## config.mk

```make
export PLATFORM = sky130hd
export DESIGN_NAME = vccl_leaf
export DESIGN_NICKNAME = d
export VERILOG_FILES = /design/src/hdl/vccl_pkg.sv /design/src/hdl/vccl_leaf.sv
export SDC_FILE = /design/constraint.sdc
export NUM_CORES = 2
export LEC_CHECK = 0
export BUFFER_PORTS_ARGS = -buffer_cell sky130_fd_sc_hd__buf_2
export CORE_MARGIN = 1
export CORE_UTILIZATION = 45
export DETAILED_ROUTE_END_ITERATION = 10
export GPL_ROUTABILITY_DRIVEN = 0
export HOLD_SLACK_MARGIN = 0.03
export PLACE_DENSITY = 0.59
export SYNTH_ARGS = -nofsm -noshare
export SYNTH_HDL_FRONTEND = slang
export SYNTH_SLANG_ARGS = --single-unit
```

## constraint.sdc

```tcl
create_clock -name clk -period 21.4 [get_ports clk]
set_input_delay 0 -clock clk [delete_from_list [all_inputs] [get_ports clk]]
set_output_delay 0 -clock clk [all_outputs]
set_load 0.005 [all_outputs]
```

## src/hdl/vccl_pkg.sv

```systemverilog
package vccl_pkg;
  localparam int          ADR_W          = 8;
  localparam logic [7:0]  OFS_CTRL       = 8'h00;
  localparam logic [7:0]  OFS_TGT_LO     = 8'h04;
  localparam logic [7:0]  OFS_TGT_HI     = 8'h08;
  localparam logic [7:0]  OFS_CP_LO      = 8'h0c;
  localparam logic [7:0]  OFS_CP_HI      = 8'h10;
  localparam logic [7:0]  OFS_DS_BASE    = 8'h14;
  localparam logic [7:0]  OFS_DS_LIMIT   = 8'h18;
  localparam logic [7:0]  OFS_RESULT     = 8'h1c;
  localparam logic [7:0]  OFS_STATUS     = 8'h20;
  localparam logic [7:0]  OFS_FLAGS      = 8'h24;
  localparam logic [7:0]  OFS_FAULT_LO   = 8'h28;
  localparam logic [7:0]  OFS_FAULT_HI   = 8'h2c;
  localparam logic [7:0]  OFS_CACHE_BASE = 8'h30;
  localparam logic [7:0]  OFS_MAP_SEL    = 8'h34;
  localparam logic [7:0]  OFS_MAP_DATA   = 8'h38;
  localparam logic [7:0]  OFS_COUNT      = 8'h3c;
  // Control register fields.
  localparam int          CTRL_START     = 0;
  localparam int          CTRL_LEAF_LSB  = 8;
  localparam int          CTRL_CPL_LSB   = 16;
  localparam int          CTRL_MODE64    = 18;
  localparam int          CTRL_DS_USABLE = 19;
  localparam int          CTRL_SEG_OVR   = 20;
  localparam logic [31:0] CTRL_RESET     = 32'h0008_0000;
  localparam logic [7:0]  LEAF_DEC       = 8'h00;
  localparam logic [7:0]  LEAF_INC       = 8'h01;
  localparam logic [1:0]  CPL_KERNEL     = 2'h0;
  // Page geometry and address form.
  localparam int          PAGE_SHIFT     = 12;
  localparam int          CANON_MSB      = 47;
  localparam logic [32:0] PAGE_LAST      = 33'h0_0000_0fff;
  // Page map entry fields.
  localparam int          MAP_VALID      = 0;
  localparam int          MAP_BUSY       = 1;
  localparam int          MAP_TYPE_LSB   = 8;
  localparam int          MAP_PARENT_LSB = 16;
  // Page types.
  localparam logic [7:0]  control_page_type        = 8'h00;
  localparam logic [7:0]  thread_control_page_type = 8'h01;
  localparam logic [7:0]  regular_page_type        = 8'h02;
  localparam logic [7:0]  trimmed_page_type        = 8'h04;
  localparam logic [7:0]  first_shadow_stack_type  = 8'h05;
  localparam logic [7:0]  later_shadow_stack_type  = 8'h06;
  // Status fields and flag positions.
  localparam int          ST_BUSY        = 0;
  localparam int          ST_DONE        = 1;
  localparam int          ST_FAULT_LSB   = 2;
  localparam int          ST_ENC_FAULT   = 4;
  localparam int          FL_CF          = 0;
  localparam int          FL_PF          = 2;
  localparam int          FL_AF          = 4;
  localparam int          FL_ZF          = 6;
  localparam int          FL_SF          = 7;
  localparam int          FL_OF          = 11;
  localparam logic [31:0] FLAGS_RESET    = 32'h0000_0000;
  localparam logic [31:0] ERR_NONE       = 32'h0000_0000;
  localparam logic [31:0] page_conflict_error   = 32'h0000_0001;
  localparam logic [31:0] counter_invalid_error = 32'h0000_0002;
  typedef enum logic [1:0] {FAULT_NONE, FAULT_GP, FAULT_PF} vccl_fault_t;
  typedef enum logic [1:0] {ST_IDLE, ST_CHECK, ST_UPDATE, ST_RESTORE} vccl_state_t;
endpackage : vccl_pkg
```

## src/hdl/vccl_leaf.sv

```systemverilog
`timescale 1ns/1ps
module vccl_leaf
  import vccl_pkg::*;
#(
  parameter int PAGES = 16,
  parameter int CNT_W = 32
)(
  input  wire logic                 clk,
  input  wire logic                 sys_rst,
  input  wire logic                 wb_cyc_i,
  input  wire logic                 wb_stb_i,
  input  wire logic                 wb_we_i,
  input  wire logic [vccl_pkg::ADR_W-1:0] wb_adr_i,
  input  wire logic [3:0]           wb_sel_i,
  input  wire logic [31:0]          wb_dat_i,
  output logic      [31:0]          wb_dat_o,
  output logic                      wb_ack_o,
  output logic                      op_busy,
  output logic                      op_done
);
  import vccl_pkg::*;

  localparam int IDX_W = $clog2(PAGES);

  ////////////////////////////////////////////////////////////////////
  function automatic logic [31:0] merge(input logic [31:0] old_v,
                                        input logic [31:0] new_v,
                                        input logic [3:0]  sel);
    logic [31:0] r;
    r = old_v;
    for (int b = 0; b < 4; b++)
    begin
      if (sel[b])
      begin
        r[8*b +: 8] = new_v[8*b +: 8];
      end
    end
    return r;
  endfunction : merge

  function automatic logic [63:0] cache_off(input logic [63:0] a,
                                            input logic [31:0] base);
    return a - {32'h0, base};
  endfunction : cache_off

  function automatic logic in_cache(input logic [63:0] a,
                                    input logic [31:0] base);
    logic [63:0] off;
    off = cache_off(a, base);
    return (a >= {32'h0, base}) &&
           (off[63:PAGE_SHIFT] < (64 - PAGE_SHIFT)'(PAGES));
  endfunction : in_cache

  function automatic logic [IDX_W-1:0] page_idx(input logic [63:0] a,
                                                input logic [31:0] base);
    logic [63:0] off;
    off = cache_off(a, base);
    return off[PAGE_SHIFT +: IDX_W];
  endfunction : page_idx

  function automatic logic seg_bad(input logic [63:0] eff,
                                   input logic        m64,
                                   input logic        usable,
                                   input logic [31:0] limit);
    if (m64)
    begin
      return !((&eff[63:CANON_MSB]) || !(|eff[63:CANON_MSB]));
    end
    return !usable || (({1'b0, eff[31:0]} + PAGE_LAST) > {1'b0, limit});
  endfunction : seg_bad

  ////////////////////////////////////////////////////////////////////
  logic [31:0]      ctrl;
  logic [63:0]      tgt;
  logic [63:0]      cpo;
  logic [31:0]      ds_base;
  logic [31:0]      ds_limit;
  logic [31:0]      result;
  logic [31:0]      flags;
  logic [63:0]      fault_addr;
  vccl_fault_t      fault_kind;
  logic             fault_enc;
  logic [31:0]      cache_base;
  logic [IDX_W-1:0] map_sel;
  logic             map_valid  [PAGES];
  logic             map_busy   [PAGES];
  logic [7:0]       map_type   [PAGES];
  logic [IDX_W-1:0] map_parent [PAGES];
  logic [CNT_W-1:0] count      [PAGES];
  vccl_state_t      state;
  logic [IDX_W-1:0] upd_idx;
  logic             wb_req;
  logic             wb_wr;
  logic             start;
  logic [31:0]      rd_data;

  assign wb_req  = wb_cyc_i && wb_stb_i && !wb_ack_o;
  assign wb_wr   = wb_req && wb_we_i;
  assign start   = wb_wr && (wb_adr_i == OFS_CTRL) && wb_sel_i[0] &&
                   wb_dat_i[CTRL_START] && (state == ST_IDLE);
  assign op_busy = (state != ST_IDLE);

  ////////////////////////////////////////////////////////////////////
  // Software setup. Operands and page map freeze while a leaf runs so
  // the counter update stays atomic against bus traffic.
  always_ff @(posedge clk)
  begin
    if (sys_rst)
    begin
      ctrl       <= CTRL_RESET;
      tgt        <= '0;
      cpo        <= '0;
      ds_base    <= '0;
      ds_limit   <= '0;
      cache_base <= '0;
      map_sel    <= '0;
    end
    else if (wb_wr && state == ST_IDLE)
    begin
      case (wb_adr_i)
        OFS_CTRL:       ctrl       <= merge(ctrl, wb_dat_i, wb_sel_i);
        OFS_TGT_LO:     tgt[31:0]  <= merge(tgt[31:0], wb_dat_i, wb_sel_i);
        OFS_TGT_HI:     tgt[63:32] <= merge(tgt[63:32], wb_dat_i, wb_sel_i);
        OFS_CP_LO:      cpo[31:0]  <= merge(cpo[31:0], wb_dat_i, wb_sel_i);
        OFS_CP_HI:      cpo[63:32] <= merge(cpo[63:32], wb_dat_i, wb_sel_i);
        OFS_DS_BASE:    ds_base    <= merge(ds_base, wb_dat_i, wb_sel_i);
        OFS_DS_LIMIT:   ds_limit   <= merge(ds_limit, wb_dat_i, wb_sel_i);
        OFS_CACHE_BASE: cache_base <= merge(cache_base, wb_dat_i, wb_sel_i);
        OFS_MAP_SEL:    map_sel    <= wb_dat_i[IDX_W-1:0];
        default:        ;
      endcase
    end
  end

  always_ff @(posedge clk)
  begin
    if (sys_rst)
    begin
      for (int i = 0; i < PAGES; i++)
      begin
        map_valid[i]  <= 1'b0;
        map_busy[i]   <= 1'b0;
        map_type[i]   <= '0;
        map_parent[i] <= '0;
      end
    end
    else if (wb_wr && state == ST_IDLE && wb_adr_i == OFS_MAP_DATA)
    begin
      map_valid[map_sel]  <= wb_dat_i[MAP_VALID];
      map_busy[map_sel]   <= wb_dat_i[MAP_BUSY];
      map_type[map_sel]   <= wb_dat_i[MAP_TYPE_LSB +: 8];
      map_parent[map_sel] <= wb_dat_i[MAP_PARENT_LSB +: IDX_W];
    end
  end

  ////////////////////////////////////////////////////////////////////
  // Operand checks, evaluated from the frozen operands.
  logic             m64;
  logic [63:0]      t_lin;
  logic [63:0]      c_lin;
  logic [IDX_W-1:0] t_idx;
  logic [IDX_W-1:0] c_idx;
  logic [7:0]       leaf;
  logic [7:0]       t_type;
  vccl_fault_t      chk_fault;
  logic [63:0]      chk_addr;
  logic             chk_conflict;
  logic [IDX_W-1:0] chk_sel;

  assign m64    = ctrl[CTRL_MODE64];
  assign leaf   = ctrl[CTRL_LEAF_LSB +: 8];
  // Linear address uses the data segment base only; long mode has none.
  assign t_lin  = m64 ? tgt : {32'h0, ds_base + tgt[31:0]};
  assign c_lin  = m64 ? cpo : {32'h0, ds_base + cpo[31:0]};
  assign t_idx  = page_idx(t_lin, cache_base);
  assign c_idx  = page_idx(c_lin, cache_base);
  assign t_type = map_type[t_idx];

  // Checks in strict order; the first failure decides.
  always_comb
  begin
    chk_fault    = FAULT_NONE;
    chk_addr     = '0;
    chk_conflict = 1'b0;
    chk_sel      = '0;
    if (ctrl[CTRL_CPL_LSB +: 2] != CPL_KERNEL)
    begin
      chk_fault = FAULT_GP;
    end
    else if (ctrl[CTRL_SEG_OVR])
    begin
      chk_fault = FAULT_GP;
    end
    else if (leaf != LEAF_DEC && leaf != LEAF_INC)
    begin
      chk_fault = FAULT_GP;
    end
    else if (tgt[PAGE_SHIFT-1:0] != '0)
    begin
      chk_fault = FAULT_GP;
    end
    else if (seg_bad(tgt, m64, ctrl[CTRL_DS_USABLE], ds_limit) ||
             seg_bad(cpo, m64, ctrl[CTRL_DS_USABLE], ds_limit))
    begin
      chk_fault = FAULT_GP;
    end
    else if (!in_cache(t_lin, cache_base))
    begin
      chk_fault = FAULT_PF;
      chk_addr  = t_lin;
    end
    else if (!in_cache(c_lin, cache_base))
    begin
      chk_fault = FAULT_PF;
      chk_addr  = c_lin;
    end
    else if (map_busy[t_idx])
    begin
      chk_conflict = 1'b1;
    end
    else if (!map_valid[t_idx])
    begin
      chk_fault = FAULT_PF;
      chk_addr  = t_lin;
    end
    else if (t_type == regular_page_type || t_type == thread_control_page_type ||
             t_type == trimmed_page_type || t_type == first_shadow_stack_type ||
             t_type == later_shadow_stack_type)
    begin
      chk_sel = map_parent[t_idx];
    end
    else if (t_type == control_page_type)
    begin
      chk_sel = t_idx;
    end
    else
    begin
      chk_fault = FAULT_PF;
      chk_addr  = t_lin;
    end
    if (chk_fault == FAULT_NONE && !chk_conflict && chk_sel != c_idx)
    begin
      chk_fault = FAULT_GP;
    end
  end

  ////////////////////////////////////////////////////////////////////
  // Leaf sequencer. Faults leave flags and result untouched.
  always_ff @(posedge clk)
  begin
    if (sys_rst)
    begin
      state      <= ST_IDLE;
      upd_idx    <= '0;
      result     <= ERR_NONE;
      fault_kind <= FAULT_NONE;
      fault_addr <= '0;
      fault_enc  <= 1'b0;
      op_done    <= 1'b0;
    end
    else
    begin
      case (state)
        ST_IDLE:
        begin
          if (start)
          begin
            state      <= ST_CHECK;
            op_done    <= 1'b0;
            fault_kind <= FAULT_NONE;
            fault_enc  <= 1'b0;
            fault_addr <= '0;
          end
        end
        ST_CHECK:
        begin
          if (chk_fault != FAULT_NONE)
          begin
            fault_kind <= chk_fault;
            fault_enc  <= (chk_fault == FAULT_PF);
            fault_addr <= chk_addr;
            op_done    <= 1'b1;
            state      <= ST_IDLE;
          end
          else if (chk_conflict)
          begin
            result  <= page_conflict_error;
            op_done <= 1'b1;
            state   <= ST_IDLE;
          end
          else
          begin
            upd_idx <= chk_sel;
            state   <= ST_UPDATE;
          end
        end
        ST_UPDATE:
        begin
          if (leaf == LEAF_DEC && count[upd_idx] == '0)
          begin
            state <= ST_RESTORE;
          end
          else
          begin
            result  <= ERR_NONE;
            op_done <= 1'b1;
            state   <= ST_IDLE;
          end
        end
        ST_RESTORE:
        begin
          result  <= counter_invalid_error;
          op_done <= 1'b1;
          state   <= ST_IDLE;
        end
        default: state <= ST_IDLE;
      endcase
    end
  end

  // Counters change only here; the bus path is locked out while busy,
  // which keeps each update locked; a zero counter decrement wraps, then ST_RESTORE adds 1 back.
  always_ff @(posedge clk)
  begin
    if (sys_rst)
    begin
      for (int i = 0; i < PAGES; i++)
      begin
        count[i] <= '0;
      end
    end
    else if (state == ST_UPDATE)
    begin
      if (leaf == LEAF_DEC)
      begin
        count[upd_idx] <= count[upd_idx] - CNT_W'(1);
      end
      else
      begin
        count[upd_idx] <= count[upd_idx] + CNT_W'(1);
      end
    end
    else if (state == ST_RESTORE)
    begin
      count[upd_idx] <= count[upd_idx] + CNT_W'(1);
    end
    else if (wb_wr && state == ST_IDLE && wb_adr_i == OFS_COUNT)
    begin
      count[map_sel] <= wb_dat_i[CNT_W-1:0];
    end
  end

  // The sequencer's flag update wins over a same-cycle software write.
  always_ff @(posedge clk)
  begin
    if (sys_rst)
    begin
      flags <= FLAGS_RESET;
    end
    else if ((state == ST_CHECK && chk_fault == FAULT_NONE) ||
             state == ST_UPDATE || state == ST_RESTORE)
    begin
      if (state != ST_UPDATE || leaf != LEAF_DEC || count[upd_idx] != '0)
      begin
        flags[FL_CF] <= 1'b0;
        flags[FL_PF] <= 1'b0;
        flags[FL_AF] <= 1'b0;
        flags[FL_OF] <= 1'b0;
        flags[FL_SF] <= 1'b0;
        flags[FL_ZF] <= (state != ST_UPDATE);
      end
    end
    else if (wb_wr && wb_adr_i == OFS_FLAGS)
    begin
      flags <= merge(flags, wb_dat_i, wb_sel_i);
    end
  end

  ////////////////////////////////////////////////////////////////////
  // Bus read path; unmapped offsets read zero and still acknowledge.
  always_comb
  begin
    rd_data = '0;
    case (wb_adr_i)
      OFS_CTRL:       rd_data = ctrl;
      OFS_TGT_LO:     rd_data = tgt[31:0];
      OFS_TGT_HI:     rd_data = tgt[63:32];
      OFS_CP_LO:      rd_data = cpo[31:0];
      OFS_CP_HI:      rd_data = cpo[63:32];
      OFS_DS_BASE:    rd_data = ds_base;
      OFS_DS_LIMIT:   rd_data = ds_limit;
      OFS_RESULT:     rd_data = result;
      OFS_STATUS:
      begin
        rd_data[ST_BUSY]             = op_busy;
        rd_data[ST_DONE]             = op_done;
        rd_data[ST_FAULT_LSB +: 2]   = fault_kind;
        rd_data[ST_ENC_FAULT]        = fault_enc;
      end
      OFS_FLAGS:      rd_data = flags;
      OFS_FAULT_LO:   rd_data = fault_addr[31:0];
      OFS_FAULT_HI:   rd_data = fault_addr[63:32];
      OFS_CACHE_BASE: rd_data = cache_base;
      OFS_MAP_SEL:    rd_data[IDX_W-1:0] = map_sel;
      OFS_MAP_DATA:
      begin
        rd_data[MAP_VALID]                = map_valid[map_sel];
        rd_data[MAP_BUSY]                 = map_busy[map_sel];
        rd_data[MAP_TYPE_LSB +: 8]        = map_type[map_sel];
        rd_data[MAP_PARENT_LSB +: IDX_W]  = map_parent[map_sel];
      end
      OFS_COUNT:      rd_data[CNT_W-1:0] = count[map_sel];
      default:        rd_data = '0;
    endcase
  end

  always_ff @(posedge clk)
  begin
    if (sys_rst)
    begin
      wb_ack_o <= 1'b0;
      wb_dat_o <= '0;
    end
    else
    begin
      wb_ack_o <= wb_req;
      wb_dat_o <= (wb_req && !wb_we_i) ? rd_data : '0;
    end
  end
endmodule : vccl_leaf

```

* Word-level counts from Yosys, hierarchy flattened *
Memories as Yosys holds them, arrays and structs flattened. A register that Yosys moved wholly into a read port is not among the register bits.
Cells that the tools add are included.

word-level totals
  memories kept = 5
  RAM bits = 736
  register bits after elaboration = 431
  output and inout bits = 35
  input bits = 49

memories
  name        words  bits a word  rd ports  clocked after memory_dff  write ports  RTL line         source
  count       16     32           2         2                         16           vccl_leaf.sv:89  logic [CNT_W-1:0] count [PAGES];
  map_type    16     8            2         1                         16           vccl_leaf.sv:87  logic [7:0] map_type [PAGES];
  map_parent  16     4            2         1                         16           vccl_leaf.sv:88  logic [IDX_W-1:0] map_parent [PAGES];
  map_busy    16     1            2         1                         16           vccl_leaf.sv:86  logic map_busy [PAGES];
  map_valid   16     1            2         1                         16           vccl_leaf.sv:85  logic map_valid [PAGES];

operators by class
  reduce and logical (&&, ||, !) cells = 112
  bitwise operators = 6
  multiplexer cells = 153
  add/subtract/negate cells = 8
  eq/ne operators = 34
  $lt $le $gt $ge = 6

operator list
  operator                                                      number
  2-to-1 mux 64 bit                                             15
  2-to-1 mux 32 bit                                             7
  case mux 12 bit (14 select lines)                             1
  case mux 12 bit (13 select lines)                             1
  greater-or-equal comparator 64 x 32 -> 1 bit                  2
  case mux 64 bit (2 select lines)                              1
  subtractor 64 x 32 -> 64 bit                                  2
  2-to-1 mux 4 bit                                              31
  AND reduction 3 bit                                           41
  less-than comparator 52 x 5 -> 1 bit (second input constant)  2
  case mux 32 bit (3 select lines)                              1
  adder 32 x 12 -> 33 bit (second input constant)               2
  greater-than comparator 33 x 32 -> 1 bit                      2
  2-to-1 mux 1 bit                                              65
  adder 32 bit                                                  2
  == test 8 x 6 -> 1 bit (second input constant)                8
  OR reduction 32 bit                                           2
  2-to-1 mux 2 bit                                              20
  case mux 3 bit (13 select lines)                              1
  AND reduction 17 bit                                          2
  OR reduction 17 bit                                           2
  adder 32 x 1 -> 32 bit (second input constant)                1
  == test 8 x 3 -> 1 bit (second input constant)                4
  == test 8 x 5 -> 1 bit (second input constant)                4
  39 further kinds                                              100

* Logic depth before layout (Yosys ltp) *
An unclocked memory read counts as a cell.

  depth in word-level cells = 29
  depth in mapped cells = 41

* Worst setup path after synthesis *
Ideal clock, no wire load.

  kind = register to register
  start point = register cpo[0]
  end point = register with a tool-made name
  data required time = 21.322 ns
  arrival time = 8.281 ns
  period minus slack after synthesis = 8.358 ns
  cell stages (with the launch flop) = 38
  path slack = 13.042 ns
  cells stage by stage = dfxtp_1 ha_1 fa_1 a21o_1 a21oi_1 o21ai_0 a31oi_1 o311a_1 o31ai_1 o21ai_0 a21boi_0 o21ai_0 a21oi_1 a21o_1 a21oi_1 o21ai_0 a221o_1 xor2_1 (+2 left out) ha_1 clkbuf_1 nand3_1 and2_1 a211o_1 a311o_1 or4_1 or4_1 nor4_2 nand4_1 nor4_1 nand4b_1 nor4b_2 nand3_1 o211ai_2 nand4b_2 or3b_1 a21oi_1

RTL lines
  element                   RTL line          source
  start: declaration        vccl_leaf.sv:75   logic [63:0] cpo;
  start signal: assignment  vccl_leaf.sv:124  OFS_CP_LO: cpo[31:0] <= merge(cpo[31:0], wb_dat_i, wb_sel_i);

* Worst setup path after layout *
  start point = register tgt[0]
  end point = register fault_addr[25]

on the way
  word-level cells in the longest chain between the ends = 26

RTL lines
  element                                                           RTL line          source
  start: declaration                                                vccl_leaf.sv:74   logic [63:0] tgt;
  start signal: assignment                                          vccl_leaf.sv:122  OFS_TGT_LO: tgt[31:0] <= merge(tgt[31:0], wb_dat_i, wb_sel_i);
  adder 32 bit                                                      vccl_leaf.sv:173  assign t_lin = m64 ? tgt : {32'h0, ds_base + tgt[31:0]};
  2-to-1 mux 64 bit                                                 vccl_leaf.sv:173
  subtractor 64 x 32 -> 64 bit                                      vccl_leaf.sv:43   return a - {32'h0, base};
  memory (16 x 8 bit)                                               n/a
  == test 8 x 2 -> 1 bit or == test 8 x 1 -> 1 bit (tied branches)  vccl_leaf.sv:226  else if (t_type == regular_page_type || t_type == thread_control_page_type ||
  logical OR 1 bit (2 in a row)                                     vccl_leaf.sv:226
  logical OR 1 bit (2 in a row)                                     vccl_leaf.sv:227  t_type == trimmed_page_type || t_type == first_shadow_stack_type ||
  2-to-1 mux 2 bit                                                  vccl_leaf.sv:226
  (+7 left out)                                                     n/a
  2-to-1 mux 2 bit                                                  vccl_leaf.sv:190  else if (ctrl[CTRL_SEG_OVR])
  2-to-1 mux 2 bit                                                  vccl_leaf.sv:186  if (ctrl[CTRL_CPL_LSB +: 2] != CPL_KERNEL)
  logical NOT 2 bit                                                 vccl_leaf.sv:241  if (chk_fault == FAULT_NONE && !chk_conflict && chk_sel != c_idx)
  logical AND 1 bit (2 in a row)                                    vccl_leaf.sv:241
  2-to-1 mux 2 bit                                                  vccl_leaf.sv:241
  nonzero test 2 bit                                                vccl_leaf.sv:277  if (chk_fault != FAULT_NONE)
  != test 2 bit (no line)                                           n/a
  AND reduction 3 bit (no line)                                     n/a
  end signal: assignment                                            vccl_leaf.sv:281  fault_addr <= chk_addr;
  end: declaration                                                  vccl_leaf.sv:80   logic [63:0] fault_addr;

Parallel ways exist; a longest one is shown, timed or not. The select of a mux whose other input is x is not followed.
A chain may end at the register's enable or synchronous reset.

==> impl_metrics.ini <==
[yosys]
ys_top_cells_by_area = edfxtp_1 (32%), mux4_2 (13%), dfxtp_1 (12%)
netlist_area_um2 = 68580
synth_cell_types = 108
ys_ff_latch = 1145
synth_edf_count = 736
seq_area_frac_synth = 0.4416
mappedNetlistNets = 6929
ys.flop_type = edfxtp_1
ys_async_sr_fraction = 0
synth_common_cells = nor2_1 (922), nand2_1 (798), edfxtp_1 (736), a21oi_1 (435), clkbuf_1 (413)
yosysTopAreaCell = edfxtp_1
synth_top_cell_area_share = 0.3222
yosysWarnings = 0
yosysMostFrequentCell = nor2_1
syn-instance-count = 6683
syn_avg_cell_area_um2 = 10.26

[drt]
routedWlPerCell_um = 30.53
drt_iter0_markers = 8047
drt-total-wl_mm = 266.3
vias = 57480
final_antenna_net_count = 0
drtPass1Iterations = 9
drcViolationCount = 0
via_per_inst = 6.590

[worst_setup_path]
critPathLaunch = tgt[0]
critPathCaptureType = flop
startpoint_type = flop
cp_slowest_cell = buf_4
max_stage_delay_ns = 0.79
r2r_start = tgt[0]
crit_type = flop to flop
cp_max_fo = 67
crit_arrival_ns = 11.94
crit_buf_inv = 1
cp_data_required_time_ns = 22.11
cpLargestDelayFamily = compound AO/OA/AOI/OAI gates

[power_and_ir_drop]
power_frac_clock = 0.463
p_switching_w = 0.001200
seq_power_share = 0.485
combinationalPowerShare = 0.052
p_leak_nw = 26.85
internal-power_w = 0.003785
power.density_nw_per_um2 = 65.85
peakVddDrop_uv = 67.48
p_sw_frac = 0.2407

[global_route]
grt_pass1_vias = 54360
grt_usage = 0.3420
grt_max_degree = 194
grt_first_pass_wirelength_mm = 381.2
grt_overflow = 0
grt_antenna_before_repair = 11

[min_path]
hp-class = primary input to flop
hold_start = wb_cyc_i

[clock_tree]
clock_latency_ns = 0.81
htreeDepth = 4
tritoncts = built
clk_pin_slew_worst_paths_ns = 0.06
clock_sinks = 1145
ctsHoldBuffers = 49
cts_setup_buffers = 0
cts_root_buf = clkbuf_16
cts_buffers = 134
clock_path_buffers = 3
ctsResizeCount = 0

[cells_and_area]
nets = 6839
area_growth_pct = 10.36
layoutNonFillerInstCount = 8723
drive_gt1_frac = 0.1450

[flow_run]
maxCapViolCount = 0

[timing]
rsz0062_at_grt = false
finalCriticalPeriod_ns = 11.22
fmax_mhz = 89.11
tns_ns = 0
fin_skew_ns = 0.03867
finalHoldViolCount = 0
fin_crit_sh = 0.5244
tightest_slew_ns = 1.401
slew_violations = 0
setup_viol = 0
maxSlewHeadroom = 0.06597

[placement]
port_buffers = 83
dpl.hpwl_mm = 182.1
placed_cells = 8424

[die]
io_pins = 84
dieWidth_um = 392.4
die_area_um2 = 154000
core_area_um2 = 150500
start_util = 0.4558
num_rows = 142
die_height_um = 392.4

[outcome]
status = finished clean
==> cell families after synthesis <==
family | Yosys count | share of synthesized area
adders and majority gates | 197 | 0.03616
and+or+nand+nor | 2669 | 0.1807
buffers and inverters | 615 | 0.03521
muxes | 611 | 0.1596
xor gates and xnor gates | 167 | 0.02133
DFF | 1145 | 0.4416
AOI/OAI and AO/OA | 1279 | 0.1254
==> path summary, 6_finish.rpt <==
check | end | slack [ns] | cells after the start
max | fault_addr[25] | 10.18 | 37
min | flop | 0.12 | 6
max reg2reg | fault_addr[25] | 10.18 | 37
min reg2reg | cache_base[31] | 0.45 | 2
==> layer usage <==
layer  global-route usage  vias to the layer above  part of all wire
li1                     -                    24600                 -
met1               0.4509                    28350              0.38
met2               0.5178                     3703              0.44
met3              0.08589                      820              0.12
met4               0.1808                       10             0.061
met5                    0                        -           0.00024
==> worst min-delay path, cell delays in order <==
cell	delay, ns
buf_2	0.09
nand3b_1	0.34
nor3_2	0.06
buf_4	0.18
nand3_1	0.09
a21oi_1	0.07
==> stage by stage <==
step | hold WS (ns) | power (W) | utilization | instance area, µm² | worst slack, ns
finish | 0.1204 | 0.004984 | 0.5030 | 75690 | 10.18
global route | 0.1041 | 0.005094 | 0.5029 | 75680 | 9.660
CTS | 0.04325 | 0.004995 | 0.5029 | 75680 | 10.50
detailed placement | 0.3749 | 0.002709 | 0.4708 | 70850 | 10.57
global placement | 0.3784 | 0.002704 | 0.4708 | 70850 | 10.67
floorplan | 0.1178 | 0.002601 | - | 68580 | 13.04
==> cell type report <==
class,count,area [µm²]
antenna,5,12.51
clock buffer,171,3593
clock inverter,74,745.7
fill,13540,74800
inverter,124,465.4
multi-input combinational,4923,36080
sequential,1145,30320
tap,2016,2522
timing repair buffer,265,1952
==> state kept, by name, indices dropped and copies added, names as in the netlist, 16 cells and up, named ones only <==
| register | count |
|---|---|
| count | 512 |
| map_type | 128 |
| cpo | 64 |
| fault_addr | 64 |
| map_parent | 64 |
| tgt | 64 |
| cache_base | 32 |
| ctrl | 32 |
| ds_base | 32 |
| ds_limit | 32 |
| flags | 32 |
| wb_dat_o | 32 |
| map_busy | 16 |
| map_valid | 16 |
==> power by group through the flow <==
stage	Combinational (W)	Clock [W]	Sequential, W
finish	0.000262	0.00231	0.00242
global route	0.000268	0.00241	0.00242
CTS	0.000255	0.00233	0.00242
detailed placement	0.000247	0	0.00246
global placement	0.000245	0	0.00246
floorplan	0.000148	0	0.00245
==> cell usage in the layout (no fill, tap or decap), types with 33 or more instances in the layout <==
cell type	Yosys	routed
dfxtp_1	409	400
and3_1	43	43
or4_1	33	33
a22oi_1	87	87
nand2b_1	99	83
nor3_1	75	71
mux4_2	385	385
buf_4	1	130
o2bb2ai_1	37	37
a21o_1	58	58
nor4_1	47	47
ha_1	195	195
nor2_1	922	913
a31oi_1	60	60
buf_2	43	82
nand3_1	152	152
and2_1	251	251
dlygate4sd3_1	0	49
nand4_1	64	64
inv_1	123	123
nand2_1	798	781
edfxtp_1	736	736
clkbuf_16	0	135
nor2b_1	40	39
mux2i_1	215	215
a211oi_1	37	37
a21oi_1	435	434
o21ai_0	179	179
xnor2_1	99	96
xor2_1	68	67
a221oi_1	67	67
No activity file was read; power rests on OpenSTA's default activity.
